`src/alod_pkg.sv`:
```
// constants and carrier types for the arithmetic/logic opcode decoder
package alod_pkg;

  localparam int CYC_W = 9;

  // opcode patterns, low bit(s) masked where w/d/s live
  localparam logic [7:0] OPC_GRP3 = 8'hF6;
  localparam logic [7:0] OPC_SIGNED_MULTIPLY_IMM = 8'h69;
  localparam logic [7:0] OPC_ADJ_MUL = 8'hD4;
  localparam logic [7:0] OPC_ADJ_DIV = 8'hD5;
  localparam logic [7:0] OPC_ADJ_BASE = 8'h0A;
  localparam logic [7:0] OPC_CBW = 8'h98;
  localparam logic [7:0] OPC_CWD = 8'h99;
  localparam logic [7:0] OPC_SHF_ONE = 8'hD0;
  localparam logic [7:0] OPC_SHF_CNT = 8'hD2;
  localparam logic [7:0] OPC_SHF_IMM = 8'hC0;
  localparam logic [7:0] OPC_AND_RM = 8'h20;
  localparam logic [7:0] OPC_OR_RM = 8'h08;
  localparam logic [7:0] OPC_XOR_RM = 8'h30;
  localparam logic [7:0] OPC_TEST_RM = 8'h84;
  localparam logic [7:0] OPC_TEST_ACC = 8'hA8;
  localparam logic [7:0] OPC_GRP1 = 8'h80;
  localparam logic [7:0] OPC_AND_ACC = 8'h24;
  localparam logic [7:0] OPC_OR_ACC = 8'h0C;
  localparam logic [7:0] OPC_XOR_ACC = 8'h34;

  // modrm reg field values, and the mod value for register operands
  localparam logic [2:0] REG_TEST = 3'h0;
  localparam logic [2:0] REG_OR = 3'h1;
  localparam logic [2:0] REG_NOT = 3'h2;
  localparam logic [2:0] REG_AND = 3'h4;
  localparam logic [2:0] REG_SIGNED_MULTIPLY = 3'h5;
  localparam logic [2:0] REG_DIV = 3'h6;
  localparam logic [2:0] REG_SIGNED_DIVIDE = 3'h7;
  localparam logic [1:0] MOD_REG = 2'h3;

  // clock-cycle costs
  localparam logic [CYC_W-1:0] C_SIGNED_MULTIPLY_RB_MIN = 9'h019;
  localparam logic [CYC_W-1:0] C_SIGNED_MULTIPLY_RB_MAX = 9'h01C;
  localparam logic [CYC_W-1:0] C_SIGNED_MULTIPLY_RW_MIN = 9'h022;
  localparam logic [CYC_W-1:0] C_SIGNED_MULTIPLY_RW_MAX = 9'h025;
  localparam logic [CYC_W-1:0] C_SIGNED_MULTIPLY_MB_MIN = 9'h01F;
  localparam logic [CYC_W-1:0] C_SIGNED_MULTIPLY_MB_MAX = 9'h022;
  localparam logic [CYC_W-1:0] C_SIGNED_MULTIPLY_MW_MIN = 9'h028;
  localparam logic [CYC_W-1:0] C_SIGNED_MULTIPLY_MW_MAX = 9'h02B;
  localparam logic [CYC_W-1:0] C_IMMUL_R_MIN = 9'h016;
  localparam logic [CYC_W-1:0] C_IMMUL_R_MAX = 9'h019;
  localparam logic [CYC_W-1:0] C_IMMUL_M_MIN = 9'h01D;
  localparam logic [CYC_W-1:0] C_IMMUL_M_MAX = 9'h020;
  localparam logic [CYC_W-1:0] C_DIV_RB = 9'h01D;
  localparam logic [CYC_W-1:0] C_DIV_RW = 9'h026;
  localparam logic [CYC_W-1:0] C_DIV_MB = 9'h023;
  localparam logic [CYC_W-1:0] C_DIV_MW = 9'h02C;
  localparam logic [CYC_W-1:0] C_SIGNED_DIVIDE_RB_MIN = 9'h02C;
  localparam logic [CYC_W-1:0] C_SIGNED_DIVIDE_RB_MAX = 9'h034;
  localparam logic [CYC_W-1:0] C_SIGNED_DIVIDE_RW_MIN = 9'h035;
  localparam logic [CYC_W-1:0] C_SIGNED_DIVIDE_RW_MAX = 9'h03D;
  localparam logic [CYC_W-1:0] C_SIGNED_DIVIDE_MB_MIN = 9'h032;
  localparam logic [CYC_W-1:0] C_SIGNED_DIVIDE_MB_MAX = 9'h03A;
  localparam logic [CYC_W-1:0] C_SIGNED_DIVIDE_MW_MIN = 9'h03B;
  localparam logic [CYC_W-1:0] C_SIGNED_DIVIDE_MW_MAX = 9'h043;
  localparam logic [CYC_W-1:0] C_ADJ_MUL = 9'h013;
  localparam logic [CYC_W-1:0] C_ADJ_DIV = 9'h00F;
  localparam logic [CYC_W-1:0] C_CBW = 9'h002;
  localparam logic [CYC_W-1:0] C_CWD = 9'h004;
  localparam logic [CYC_W-1:0] C_SHF1_R = 9'h002;
  localparam logic [CYC_W-1:0] C_SHF1_M = 9'h00F;
  localparam logic [CYC_W-1:0] C_SHFN_R = 9'h005;
  localparam logic [CYC_W-1:0] C_SHFN_M = 9'h011;
  localparam logic [CYC_W-1:0] C_LOG_R = 9'h003;
  localparam logic [CYC_W-1:0] C_LOG_M = 9'h00A;
  localparam logic [CYC_W-1:0] C_TESTI_R = 9'h004;
  localparam logic [CYC_W-1:0] C_IMMRM_R = 9'h004;
  localparam logic [CYC_W-1:0] C_IMMRM_M = 9'h010;
  localparam logic [CYC_W-1:0] C_ACC_B = 9'h003;
  localparam logic [CYC_W-1:0] C_ACC_W = 9'h004;
  localparam logic [CYC_W-1:0] C_WORD_MEM = 9'h004;

  typedef enum logic [4:0] {
    OP_NONE = 5'h00,
    OP_SIGNED_MULTIPLY = 5'h01,
    OP_IMM_MULTIPLY = 5'h02,
    OP_UNSIGNED_DIVIDE = 5'h03,
    OP_SIGNED_DIVIDE = 5'h04,
    OP_ASCII_ADJUST_AFTER_MULTIPLY = 5'h05,
    OP_ASCII_ADJUST_BEFORE_DIVIDE = 5'h06,
    OP_BYTE_TO_WORD_EXTEND = 5'h07,
    OP_WORD_TO_DWORD_EXTEND = 5'h08,
    OP_SHIFT = 5'h09,
    OP_AND = 5'h0A,
    OP_OR = 5'h0B,
    OP_XOR = 5'h0C,
    OP_TEST = 5'h0D,
    OP_INVERT = 5'h0E
  } alod_op_type;

  typedef enum logic [2:0] {
    SH_ROTATE_LEFT = 3'h0,
    SH_ROTATE_RIGHT = 3'h1,
    SH_ROTATE_LEFT_THROUGH_CARRY = 3'h2,
    SH_ROTATE_RIGHT_THROUGH_CARRY = 3'h3,
    SH_SHIFT_LEFT = 3'h4,
    SH_LOGICAL_SHIFT_RIGHT = 3'h5,
    SH_RESERVED = 3'h6,
    SH_ARITHMETIC_SHIFT_RIGHT = 3'h7
  } alod_shift_type;

  typedef struct packed {
    logic valid;
    logic [7:0] opcode;
    logic [7:0] modrm;
    logic [7:0] count;
  } alod_req_type;

  typedef struct packed {
    logic valid;
    logic known;
    alod_op_type op;
    alod_shift_type shift_op;
    logic word;
    logic mem;
    logic writes_result;
    logic [1:0] imm_bytes;
    logic [CYC_W-1:0] cyc_min;
    logic [CYC_W-1:0] cyc_max;
  } alod_dec_type;

endpackage

```
`src/alod_decoder.sv`:
```
// opcode decoder and cycle-cost table for multiply/divide/shift/logic group
`timescale 1ns/10ps
module alod_decoder (
  // clock and reset
  input wire logic clk_sys,
  input wire logic rstn,
  // instruction bytes from fetch
  input alod_pkg::alod_req_type req,
  // decoded result, one cycle later
  output alod_pkg::alod_dec_type dec
);

  alod_pkg::alod_dec_type dec_d;
  alod_pkg::alod_dec_type dec_q;

  logic w_bit;
  logic is_mem;
  logic [2:0] reg_fld;
  logic [alod_pkg::CYC_W-1:0] n_cnt;

  assign w_bit = req.opcode[0];
  assign is_mem = req.modrm[7:6] != alod_pkg::MOD_REG;
  assign reg_fld = req.modrm[5:3];
  assign n_cnt = {1'b0, req.count};

  always_comb begin
    dec_d = '0;
    dec_d.valid = req.valid;
    dec_d.known = 1'b1;
    dec_d.op = alod_pkg::OP_NONE;
    dec_d.shift_op = alod_pkg::SH_ROTATE_LEFT;
    dec_d.word = w_bit;
    dec_d.mem = is_mem;
    dec_d.writes_result = 1'b1;
    if (req.opcode[7:1] == alod_pkg::OPC_GRP3[7:1]) begin
      case (reg_fld)
        alod_pkg::REG_SIGNED_MULTIPLY: begin
          dec_d.op = alod_pkg::OP_SIGNED_MULTIPLY;
          case ({is_mem, w_bit})
            2'h0: begin
              dec_d.cyc_min = alod_pkg::C_SIGNED_MULTIPLY_RB_MIN;
              dec_d.cyc_max = alod_pkg::C_SIGNED_MULTIPLY_RB_MAX;
            end
            2'h1: begin
              dec_d.cyc_min = alod_pkg::C_SIGNED_MULTIPLY_RW_MIN;
              dec_d.cyc_max = alod_pkg::C_SIGNED_MULTIPLY_RW_MAX;
            end
            2'h2: begin
              dec_d.cyc_min = alod_pkg::C_SIGNED_MULTIPLY_MB_MIN;
              dec_d.cyc_max = alod_pkg::C_SIGNED_MULTIPLY_MB_MAX;
            end
            default: begin
              dec_d.cyc_min = alod_pkg::C_SIGNED_MULTIPLY_MW_MIN;
              dec_d.cyc_max = alod_pkg::C_SIGNED_MULTIPLY_MW_MAX;
            end
          endcase
        end
        alod_pkg::REG_DIV: begin
          dec_d.op = alod_pkg::OP_UNSIGNED_DIVIDE;
          case ({is_mem, w_bit})
            2'h0: dec_d.cyc_min = alod_pkg::C_DIV_RB;
            2'h1: dec_d.cyc_min = alod_pkg::C_DIV_RW;
            2'h2: dec_d.cyc_min = alod_pkg::C_DIV_MB;
            default: dec_d.cyc_min = alod_pkg::C_DIV_MW;
          endcase
          dec_d.cyc_max = dec_d.cyc_min;
        end
        alod_pkg::REG_SIGNED_DIVIDE: begin
          dec_d.op = alod_pkg::OP_SIGNED_DIVIDE;
          case ({is_mem, w_bit})
            2'h0: begin
              dec_d.cyc_min = alod_pkg::C_SIGNED_DIVIDE_RB_MIN;
              dec_d.cyc_max = alod_pkg::C_SIGNED_DIVIDE_RB_MAX;
            end
            2'h1: begin
              dec_d.cyc_min = alod_pkg::C_SIGNED_DIVIDE_RW_MIN;
              dec_d.cyc_max = alod_pkg::C_SIGNED_DIVIDE_RW_MAX;
            end
            2'h2: begin
              dec_d.cyc_min = alod_pkg::C_SIGNED_DIVIDE_MB_MIN;
              dec_d.cyc_max = alod_pkg::C_SIGNED_DIVIDE_MB_MAX;
            end
            default: begin
              dec_d.cyc_min = alod_pkg::C_SIGNED_DIVIDE_MW_MIN;
              dec_d.cyc_max = alod_pkg::C_SIGNED_DIVIDE_MW_MAX;
            end
          endcase
        end
        alod_pkg::REG_TEST: begin
          dec_d.op = alod_pkg::OP_TEST;
          dec_d.writes_result = 1'b0;
          dec_d.imm_bytes = w_bit ? 2'h2 : 2'h1;
          dec_d.cyc_min = is_mem ? alod_pkg::C_LOG_M : alod_pkg::C_TESTI_R;
          dec_d.cyc_max = dec_d.cyc_min;
        end
        alod_pkg::REG_NOT: begin
          dec_d.op = alod_pkg::OP_INVERT;
          dec_d.cyc_min = is_mem ? alod_pkg::C_LOG_M : alod_pkg::C_LOG_R;
          dec_d.cyc_max = dec_d.cyc_min;
        end
        default: dec_d.known = 1'b0;
      endcase
    end else if (req.opcode[7:2] == alod_pkg::OPC_SIGNED_MULTIPLY_IMM[7:2] &&
                 req.opcode[0]) begin
      dec_d.op = alod_pkg::OP_IMM_MULTIPLY;
      dec_d.word = 1'b1;
      dec_d.imm_bytes = req.opcode[1] ? 2'h1 : 2'h2;
      dec_d.cyc_min = is_mem ? alod_pkg::C_IMMUL_M_MIN
                             : alod_pkg::C_IMMUL_R_MIN;
      dec_d.cyc_max = is_mem ? alod_pkg::C_IMMUL_M_MAX
                             : alod_pkg::C_IMMUL_R_MAX;
    end else if (req.opcode == alod_pkg::OPC_ADJ_MUL ||
                 req.opcode == alod_pkg::OPC_ADJ_DIV) begin
      // both adjust forms need the fixed base byte as second byte
      dec_d.known = req.modrm == alod_pkg::OPC_ADJ_BASE;
      dec_d.word = 1'b0;
      dec_d.mem = 1'b0;
      if (req.opcode[0]) begin
        dec_d.op = alod_pkg::OP_ASCII_ADJUST_BEFORE_DIVIDE;
        dec_d.cyc_min = alod_pkg::C_ADJ_DIV;
      end else begin
        dec_d.op = alod_pkg::OP_ASCII_ADJUST_AFTER_MULTIPLY;
        dec_d.cyc_min = alod_pkg::C_ADJ_MUL;
      end
      dec_d.cyc_max = dec_d.cyc_min;
    end else if (req.opcode == alod_pkg::OPC_CBW) begin
      dec_d.op = alod_pkg::OP_BYTE_TO_WORD_EXTEND;
      dec_d.word = 1'b0;
      dec_d.mem = 1'b0;
      dec_d.cyc_min = alod_pkg::C_CBW;
      dec_d.cyc_max = alod_pkg::C_CBW;
    end else if (req.opcode == alod_pkg::OPC_CWD) begin
      dec_d.op = alod_pkg::OP_WORD_TO_DWORD_EXTEND;
      dec_d.word = 1'b1;
      dec_d.mem = 1'b0;
      dec_d.cyc_min = alod_pkg::C_CWD;
      dec_d.cyc_max = alod_pkg::C_CWD;
    end else if (req.opcode[7:1] == alod_pkg::OPC_SHF_ONE[7:1]) begin
      dec_d.op = alod_pkg::OP_SHIFT;
      dec_d.shift_op = alod_pkg::alod_shift_type'(reg_fld);
      dec_d.known = reg_fld != 3'h6;
      dec_d.cyc_min = is_mem ? alod_pkg::C_SHF1_M : alod_pkg::C_SHF1_R;
      dec_d.cyc_max = dec_d.cyc_min;
    end else if (req.opcode[7:1] == alod_pkg::OPC_SHF_CNT[7:1] ||
                 req.opcode[7:1] == alod_pkg::OPC_SHF_IMM[7:1]) begin
      dec_d.op = alod_pkg::OP_SHIFT;
      dec_d.shift_op = alod_pkg::alod_shift_type'(reg_fld);
      dec_d.known = reg_fld != 3'h6;
      dec_d.imm_bytes = req.opcode[4] ? 2'h0 : 2'h1;
      // n is the count byte, from the count register or the immediate
      dec_d.cyc_min = (is_mem ? alod_pkg::C_SHFN_M : alod_pkg::C_SHFN_R)
                      + n_cnt;
      dec_d.cyc_max = dec_d.cyc_min;
    end else if (req.opcode[7:2] == alod_pkg::OPC_AND_RM[7:2] ||
                 req.opcode[7:2] == alod_pkg::OPC_OR_RM[7:2] ||
                 req.opcode[7:2] == alod_pkg::OPC_XOR_RM[7:2]) begin
      case (req.opcode[5:4])
        2'h2: dec_d.op = alod_pkg::OP_AND;
        2'h3: dec_d.op = alod_pkg::OP_XOR;
        default: dec_d.op = alod_pkg::OP_OR;
      endcase
      dec_d.cyc_min = is_mem ? alod_pkg::C_LOG_M : alod_pkg::C_LOG_R;
      dec_d.cyc_max = dec_d.cyc_min;
    end else if (req.opcode[7:1] == alod_pkg::OPC_TEST_RM[7:1]) begin
      dec_d.op = alod_pkg::OP_TEST;
      dec_d.writes_result = 1'b0;
      dec_d.cyc_min = is_mem ? alod_pkg::C_LOG_M : alod_pkg::C_LOG_R;
      dec_d.cyc_max = dec_d.cyc_min;
    end else if (req.opcode[7:1] == alod_pkg::OPC_TEST_ACC[7:1]) begin
      dec_d.op = alod_pkg::OP_TEST;
      dec_d.writes_result = 1'b0;
      dec_d.mem = 1'b0;
      dec_d.imm_bytes = w_bit ? 2'h2 : 2'h1;
      dec_d.cyc_min = w_bit ? alod_pkg::C_ACC_W : alod_pkg::C_ACC_B;
      dec_d.cyc_max = dec_d.cyc_min;
    end else if (req.opcode[7:2] == alod_pkg::OPC_GRP1[7:2]) begin
      case (reg_fld)
        alod_pkg::REG_AND: dec_d.op = alod_pkg::OP_AND;
        alod_pkg::REG_OR: dec_d.op = alod_pkg::OP_OR;
        alod_pkg::REG_DIV: dec_d.op = alod_pkg::OP_XOR;
        default: dec_d.known = 1'b0;
      endcase
      // sign-extended byte form carries only one data byte
      dec_d.imm_bytes = req.opcode[1:0] == 2'h1 ? 2'h2 : 2'h1;
      dec_d.cyc_min = is_mem ? alod_pkg::C_IMMRM_M : alod_pkg::C_IMMRM_R;
      dec_d.cyc_max = dec_d.cyc_min;
    end else if (req.opcode[7:1] == alod_pkg::OPC_AND_ACC[7:1] ||
                 req.opcode[7:1] == alod_pkg::OPC_OR_ACC[7:1] ||
                 req.opcode[7:1] == alod_pkg::OPC_XOR_ACC[7:1]) begin
      case (req.opcode[5:4])
        2'h2: dec_d.op = alod_pkg::OP_AND;
        2'h3: dec_d.op = alod_pkg::OP_XOR;
        default: dec_d.op = alod_pkg::OP_OR;
      endcase
      dec_d.mem = 1'b0;
      dec_d.imm_bytes = w_bit ? 2'h2 : 2'h1;
      dec_d.cyc_min = w_bit ? alod_pkg::C_ACC_W : alod_pkg::C_ACC_B;
      dec_d.cyc_max = dec_d.cyc_min;
    end else begin
      dec_d.known = 1'b0;
    end
    // listed single memory figures are byte ones; the multiply and
    // divide forms already list their own word-memory figures, and
    // the word-only immediate multiply keeps its figures as listed
    if (dec_d.mem && dec_d.word && dec_d.known &&
        dec_d.op != alod_pkg::OP_SIGNED_MULTIPLY &&
        dec_d.op != alod_pkg::OP_IMM_MULTIPLY &&
        dec_d.op != alod_pkg::OP_UNSIGNED_DIVIDE &&
        dec_d.op != alod_pkg::OP_SIGNED_DIVIDE) begin
      dec_d.cyc_min = dec_d.cyc_min + alod_pkg::C_WORD_MEM;
      dec_d.cyc_max = dec_d.cyc_max + alod_pkg::C_WORD_MEM;
    end
    if (!dec_d.known) begin
      dec_d.op = alod_pkg::OP_NONE;
      dec_d.imm_bytes = 2'h0;
      dec_d.cyc_min = '0;
      dec_d.cyc_max = '0;
    end
  end

  always_ff @(posedge clk_sys or negedge rstn) begin
    if (!rstn) begin
      dec_q <= '0;
    end else begin
      dec_q <= dec_d;
    end
  end

  assign dec = dec_q;

endmodule

```
`config.mk`:
```
export PLATFORM = sky130hd
export DESIGN_NAME = alod_decoder
export DESIGN_NICKNAME = d
export VERILOG_FILES = /design/src/alod_pkg.sv /design/src/alod_decoder.sv
export SDC_FILE = /design/constraint.sdc
export NUM_CORES = 1
export LEC_CHECK = 0
export ABC_AREA = 1
export CELL_PAD_IN_SITES_DETAIL_PLACEMENT = 1
export CELL_PAD_IN_SITES_GLOBAL_PLACEMENT = 2
export CORE_MARGIN = 4
export CORE_UTILIZATION = 27
export CTS_BUF_LIST = sky130_fd_sc_hd__clkbuf_4 sky130_fd_sc_hd__clkbuf_8
export CTS_CLUSTER_DIAMETER = 60
export DETAILED_ROUTE_END_ITERATION = 10
export DONT_BUFFER_PORTS = 1
export PLACE_DENSITY_LB_ADDON = 0.12
export SETUP_SLACK_MARGIN = 0.1
export SYNTH_ARGS = -nofsm -noshare
export SYNTH_HDL_FRONTEND = slang
export SYNTH_SLANG_ARGS = --single-unit
export TNS_END_PERCENT = 1
```
`constraint.sdc`:
```
create_clock -name clk_sys -period 1 [get_ports clk_sys]
set_input_delay 0.25 -clock clk_sys [delete_from_list [all_inputs] [get_ports clk_sys]]
set_output_delay 0.25 -clock clk_sys [all_outputs]
set_load 0.01 [all_outputs]
```
-- Word level (Yosys, flattened, before mapping)
Index checks and enable logic that the tools add are counted.
- add/sub/neg operators: 3
- equality and inequality tests: 36
- muxes and demuxes: 105
- reductions and logical operators: 17
- operator list (cell ; count):
    20-bit two-way mux ; 21
    18-bit two-way mux ; 7
    18-bit one-hot mux with 5 select lines ; 1
    5-bit two-way mux ; 12
    4-bit two-way mux ; 13
    15-bit one-hot mux with 3 select lines ; 1
    7-bit equality test (second input constant) ; 6
    14-bit one-hot mux with 3 select lines ; 1
    8-bit equality test (second input constant) ; 4
    3-bit two-way mux ; 10
    6-bit two-way mux ; 5
    21-bit two-way mux ; 1
    4-bit one-hot mux with 5 select lines ; 1
    1-bit two-way mux ; 19
    9-bit by 3-bit adder with 9-bit output (second input constant) ; 2
    2-bit two-way mux ; 9
    6-bit one-hot mux with 3 select lines ; 1
    7-bit by 5-bit equality test with 1-bit output (second input constant) ; 2
    3-bit equality test (second input constant) ; 4
    6-bit by 4-bit equality test with 1-bit output (second input constant) ; 2
    4-bit one-hot mux with 3 select lines ; 1
    5-bit by 2-bit != test with 1-bit output (second input constant) ; 2
    5-bit by 8-bit adder with 9-bit output ; 1
    9-bit two-way mux ; 1
    20 further kinds ; 34
- flip-flop bits (word level): 33
- bits of input ports: 27
- output and inout bits: 33
- word-level logic and storage cells: 171

-- Depth between registers and ports, before layout
Gate-level depths: netlist of run 1.
- depth in word-level cells: 45
- depth in mapped cells: 20
- gate-level depth less buffers: 20

-- Worst setup path after synthesis of run 1
OpenSTA, ideal clock, no wires.
- path type: input to register
- from: input req[14] (netlist bit)
- to: register dec_q, in the netlist dec[17]
- setup time: 71 ps
- data arrival time: 2333 ps
- data required time: 929 ps
- path slack: -1404 ps
- cell stages on the path: 20
- buffers on the path: 0
- cells stage by stage: nand2_1 -> inv_1 -> ha_1 -> nand2_1 -> o21ai_0 -> inv_1 -> nand2_1 -> nand3_1 -> nand3_1 -> nand2_1 -> nand2_1 -> nand2_1 -> nand2_1 -> ha_1 -> nand2_1 -> nor2_1 -> nand4_1 -> nor2_1 -> nor2_1 -> nor2_1
- RTL lines (what ; line ; source):
    from (decl) ; alod_decoder.sv:8 ; input alod_pkg::alod_req_type req,
    to (signal assigned) ; alod_decoder.sv:223 ; dec_q <= '0;
    to (signal assigned) ; alod_decoder.sv:225 ; dec_q <= dec_d;
    to (decl) ; alod_decoder.sv:14 ; alod_pkg::alod_dec_type dec_q;

==> flow_summary.ini, run 1 <==
[status]
status = complete, but fails checks
violations = hold timing, setup timing

[cells_and_area]
drive_gt1_share_pct = 42.1
final_core_util_pct = 41.5
largest_reg_flops = 32
area_growth_pct = 50.9
nets = 577
diodes = 0

[power]
leakagePower_nw = 2.19
switching_share_pct = 28.6
powerDensity_nw_per_um2 = 762
p_clk_share_pct = 32.9
intPower_mw = 2.31
combPwrFrac_pct = 25.8
p_sw_uw = 926
ir_worst_vdd_uv = 399
seq_power_share_pct = 41.2

[synthesis]
synth_most_common_cell = nand2_1
synthTopCellsByArea = dfrtp_1 28%, nand2_1 12%, nor2_1 10%
syn_area_per_cell_um2 = 6.61
yosys_most_used_dff = dfrtp_1
syn_nets = 465
synthTopCellsByCount = 89 x nand2_1, 78 x nor2_1, 60 x inv_1
async_flop_share_pct = 100
ys_types = 44
ys_ff_latch = 32
ys_seq_area_share_pct = 28.5
synth_top_area_share_pct = 28.5
syn_area_um2 = 2810
yosysWarningCount = 0
synth_edf_count = 0
syn_inst = 426
yosysTopAreaCell = dfrtp_1

[critical_path]
cp.arrival_ps = 2030
end_kind = register
critPathMaxFanout = 6
start_kind = primary input
required_ps = 1190
critPathKind = primary input to register

[global_routing]
grt_max_degree = 33
grt_pass1_vias = 3267
grt_antenna_before_repair = 0
gr-total-overflow = 0
grt_usage_pct = 18.0
grt_pass1_wl_um = 16800

[floorplanning]
num_rows = 37
die_w_um = 110
core_um2 = 10200
die_height_um = 110
io_pins = 60
start_util_pct = 27.5
dieArea_um2 = 12100

[sta]
finalWorstSetupSlack_ps = -840
fin_setup_tns_ps = -14850
drv_slew = 0
timing.final.crit_share_pct = 184
period_needed_ps = 1840
hold_ws_ps = -349
hold_viol = 32
setup_viol = 26
clock.fmax_mhz = 544
rsz0062_at_grt = yes

[placement]
place_congestion = 0.840
dp_hpwl_um = 8870
portBuffers = 0

[cts]
cts_tree = yes
cts_buffer_depth = 2
clock_sinks = 32
path_clk_slew_ps = 70
cts_buffers = 5
cts-root-buf = clkbuf_8
htreeDepth = 2
cts_hold_buffers = 1

[routing]
postRouteWirelength_um = 10400
vias_per_cell = 4.61
num_vias = 3110
ant_nets = 0
dr.pass1.iters = 4
drt-initial-drc-count = 58
routedWlPerCell_um = 15.5
post-route-drc-count = 0

[job]
maxCapViolCount = 0

[worst_hold_path]
hp-class = primary input to asynchronous set/reset pin
==> stage by stage <==
stage | setup slack, ps | instances | total power [mW] | instance area, µm²
floorplan | -1020 | 426 | 1.79 | 2870
global placement | -1250 | 661 | 2.10 | 3810
detailed placement | -1290 | 661 | 2.11 | 3810
CTS | -898 | 671 | 3.26 | 4080
global route | -1000 | 675 | 3.44 | 4250
finish | -840 | 675 | 3.24 | 4250
==> logic make-up (layout without fill, tap and decap cells) <==
group	count (synthesis)	count (layout)	share of synthesized area [%]
fa+ha+maj	12	12	5.34
simple gates	244	244	41.1
compound gates	60	60	13.7
buf+inv	76	189	11.0
other cells	1	1	0.133
xor+xnor	1	1	0.311
flops	32	32	28.5
==> power by group through the flow <==
stage | clock network [mW] | logic (mW) | registers [mW]
final | 1.07 | 0.836 | 1.33
after global routing | 1.18 | 0.932 | 1.34
after CTS | 1.11 | 0.811 | 1.34
after detailed placement | 0 | 0.752 | 1.36
after global placement | 0 | 0.740 | 1.36
after floorplan | 0 | 0.430 | 1.36
==> area by class of cell <==
| type | count | area, µm² |
|---|---|---|
| multi-input combinational | 318 | 2020 |
| inverter | 70 | 280 |
| clock buffer | 8 | 97.6 |
| fill | 1285 | 5980 |
| tap | 136 | 170 |
| sequential | 32 | 801 |
| timing repair buffer | 111 | 881 |
==> critical path, stage by stage <==
cell,delay (ps)
nand2_8,60
inv_6,30
buf_4,160
ha_2,180
o21ai_2,160
nor2_1,50
nor2_1,100
nand2_1,80
a21oi_2,160
o2111ai_4,170
ha_4,210
nand2_4,80
nor2_4,40
nand4_1,110
nor2_1,50
nor2_1,80
nor2_1,40
==> worst paths after layout <==
check	start	end	slack, ps
min in group clk_sys	req[12]	dec[24]	210
max	req[14]	dec[17]	-840
max in group asynchronous	rstn	dec[14]	1270
min	rstn	dec[15]	-350
==> repair_timing <==
action | in CTS | in global routing
setup endpoints to repair | 59 | 62
hold endpoints to repair | 33 | 32
setup buffers | 1 | 4
pin swaps | 17 | 20
gates resized for setup | 48 | 31
==> cell usage in the layout, fill, tap and decap left out, types with 10 or more instances in the layout <==
master / Yosys / final
nand2_2: 9 / 17
dfrtp_1: 32 / 32
nand3_1: 28 / 21
inv_2: 9 / 11
nor2_1: 78 / 67
nand3_2: 4 / 10
o21ai_0: 24 / 15
nor2_2: 4 / 11
inv_1: 60 / 55
nor2_4: 7 / 11
buf_4: 3 / 105
nand2_1: 89 / 74
==> metal layers <==
| metal | vias to the layer above | track usage, % | share of wire (%) |
|---|---|---|---|
| met3 | 11 | 2.74 | 3.6 |
| met5 | - | 0 | 0 |
| li1 | 1586 | - | - |
| met4 | 0 | 4.22 | 1.2 |
| met1 | 1460 | 24.3 | 47 |
| met2 | 53 | 30.2 | 48 |
(Power assumes the default switching activity.)
==> run 2: changes to the inputs <==
ABC_AREA = default   (was 1)
CTS_CLUSTER_DIAMETER = default   (was 60)
==> flow_summary.ini, run 2 <==
[global_routing]
grt_max_degree = 33
grt_pass1_wl_um = 17900
gr-total-overflow = 0
grt_usage_pct = 17.6
grt_pass1_vias = 3207
grt_antenna_before_repair = 0

[placement]
place_congestion = 0.843
postPlaceCellArea_um2 = 3870
dp.cells = 565
portBuffers = 0
dp_slack_ps = -1530
dp_hpwl_um = 8940

[synthesis]
syn_area_um2 = 2970
ys_seq_area_share_pct = 26.9
yosysTopAreaCell = dfrtp_1
synth_top_area_share_pct = 26.9
yosysWarningCount = 0
syn_area_per_cell_um2 = 8.56
ys_types = 82
yosys_most_used_dff = dfrtp_1
synthTopCellsByArea = dfrtp_1 27%, ha_1 5.1%, a21oi_1 3.4%
async_flop_share_pct = 100
syn_inst = 347
synth_edf_count = 0
synth_most_common_cell = dfrtp_1
ys_ff_latch = 32
synthTopCellsByCount = 32 x dfrtp_1, 25 x nor2_1, 20 x a21oi_1, 20 x nand2_1, 19 x o21ai_0
syn_nets = 386

[cts]
cts_buffers = 5
cts-root-buf = clkbuf_8
path_clk_slew_ps = 80
cts_buffer_depth = 2
clock_sinks = 32
cts_hold_buffers = 1
cts_tree = yes
htreeDepth = 2

[sta]
hold_ws_ps = -358
period_needed_ps = 2070
setup_viol = 27
clock.fmax_mhz = 483
finalWorstSetupSlack_ps = -1070
hold_viol = 32
timing.final.crit_share_pct = 207
drv_slew = 0
rsz0062_at_grt = yes
maxSlewHeadroom_pct = 56.7
worstMarginPinSlew_ps = 644

[floorplanning]
num_rows = 38
start_util_pct = 27.5
io_pins = 60
die_height_um = 113
core_um2 = 10800
die_w_um = 113
dieArea_um2 = 12700

[power]
leakagePower_nw = 1.83
intPower_mw = 2.54
switching_share_pct = 27.8
powerDensity_nw_per_um2 = 827
combPwrFrac_pct = 26.6
seq_power_share_pct = 37.9
ir_worst_vdd_uv = 890
power_mw = 3.52
p_clk_share_pct = 35.5
p_sw_uw = 980

[critical_path]
cp.arrival_ps = 2240
critPathKind = primary input to register
required_ps = 1170
critPathMaxFanout = 15
end_kind = register
start_kind = primary input

[cells_and_area]
fin_area_um2 = 4260
multi_input_area_um2 = 2250
fin_cells = 581
nets = 479
diodes = 0
nFillCells = 1239
layout_common_cells = 102 x buf_4, 32 x dfrtp_1, 22 x nor2_1
final_common_cell = buf_4
largest_reg_flops = 32
drive_gt1_share_pct = 41.7
final-seq-area_um2 = 801
area_growth_pct = 43.3

[worst_hold_path]
hp-class = primary input to asynchronous set/reset pin

[routing]
postRouteWirelength_um = 11100
dr.pass1.iters = 4
ant_nets = 0
vias_per_cell = 5.21
drt-initial-drc-count = 122
routedWlPerCell_um = 19.1
post-route-drc-count = 0
num_vias = 3026

[job]
maxCapViolCount = 0

[status]
violations = hold timing, setup timing
status = complete, but fails checks
run 2: cell count changes after synthesis, moves of 7 or more:
cell / delta
inv_2: -7
nor2_4: -7
nand3_1: -18
nand2_1: -69
a21oi_1: +11
and3_1: +9
nand2b_1: +10
nor2_1: -53
nand2_2: -8
xnor2_1: +8
inv_1: -51
buf_2: +8
run 2: worst paths after layout:
check	startpoint	to	slack [ps]
worst min-delay path	rstn	dec[20]	-360
worst max-delay path	req[23]	dec[6]	-1070
min in group clk_sys	req[11]	dec[23]	90
max in group asynchronous	rstn	dec[12]	1260
run 2: power by group through the flow:
stage	sequential [mW]	clock, mW	combinational [mW]
2_1_floorplan	1.36	0	0.599
3_3_place_gp	1.36	0	0.861
3_5_place_dp	1.36	0	0.869
4_1_cts	1.34	1.30	0.908
6_report	1.34	1.25	0.939
5_1_grt	1.34	1.34	1.03
run 2: through the flow:
step / util [%] / setup TNS [ps] / hold slack (ps)
finish: 39.5 / -22340 / -358
global route: 39.5 / -24900 / -374
CTS: 38.1 / -23400 / -370
detailed placement: 35.9 / -34540 / -44.8
global placement: 35.9 / -34600 / -44.9
floorplan: - / -30040 / -45.6
run 2: critical path: stages:
cell and delay, ps:
or2_1 220, or4_1 540, a221oi_4 410, o311a_2 290, nor3_4 60, buf_12 160
a21o_1 150, and3_1 150
run 2: timing repair:
| item | CTS | global route |
|---|---|---|
| cloned | 0 | 0 |
| endpoints found under the hold margin | 33 | 32 |
| buffers inserted | 5 | 2 |
| gates resized for setup | 18 | 35 |
| pin swaps | 24 | 22 |
| setup endpoints to repair | 61 | 62 |
run 2: kinds of logic (layout without fill, tap and decap cells):
| kind of cell | count (synthesis) | count (layout) | synth area share (%) |
|---|---|---|---|
| compound gates | 107 | 107 | 26.2 |
| fa+ha+maj | 12 | 12 | 5.05 |
| buf+inv | 35 | 129 | 5.85 |
| mux | 3 | 3 | 1.05 |
| flops | 32 | 32 | 26.9 |
| simple gates | 147 | 147 | 31.8 |
| other cells | 1 | 1 | 0.126 |
| xor+xnor | 10 | 10 | 2.95 |
run 2: metal layers:
metal  wire length (µm)  vias up  track usage (%)
li1                   -     1482                -
met1               5130     1467             24.4
met2               5380       66             29.2
met3                459       11             2.51
met4                144        0             4.09
met5                  0        -                0
run 2: area by class of cell:
type,count,share of cell area (%)
tap,140,4.11
sequential,32,18.8
clock buffer,5,1.62
inverter,11,1.09
multi-input combinational,280,52.9
timing repair buffer,110,20.5
clock inverter,3,0.999
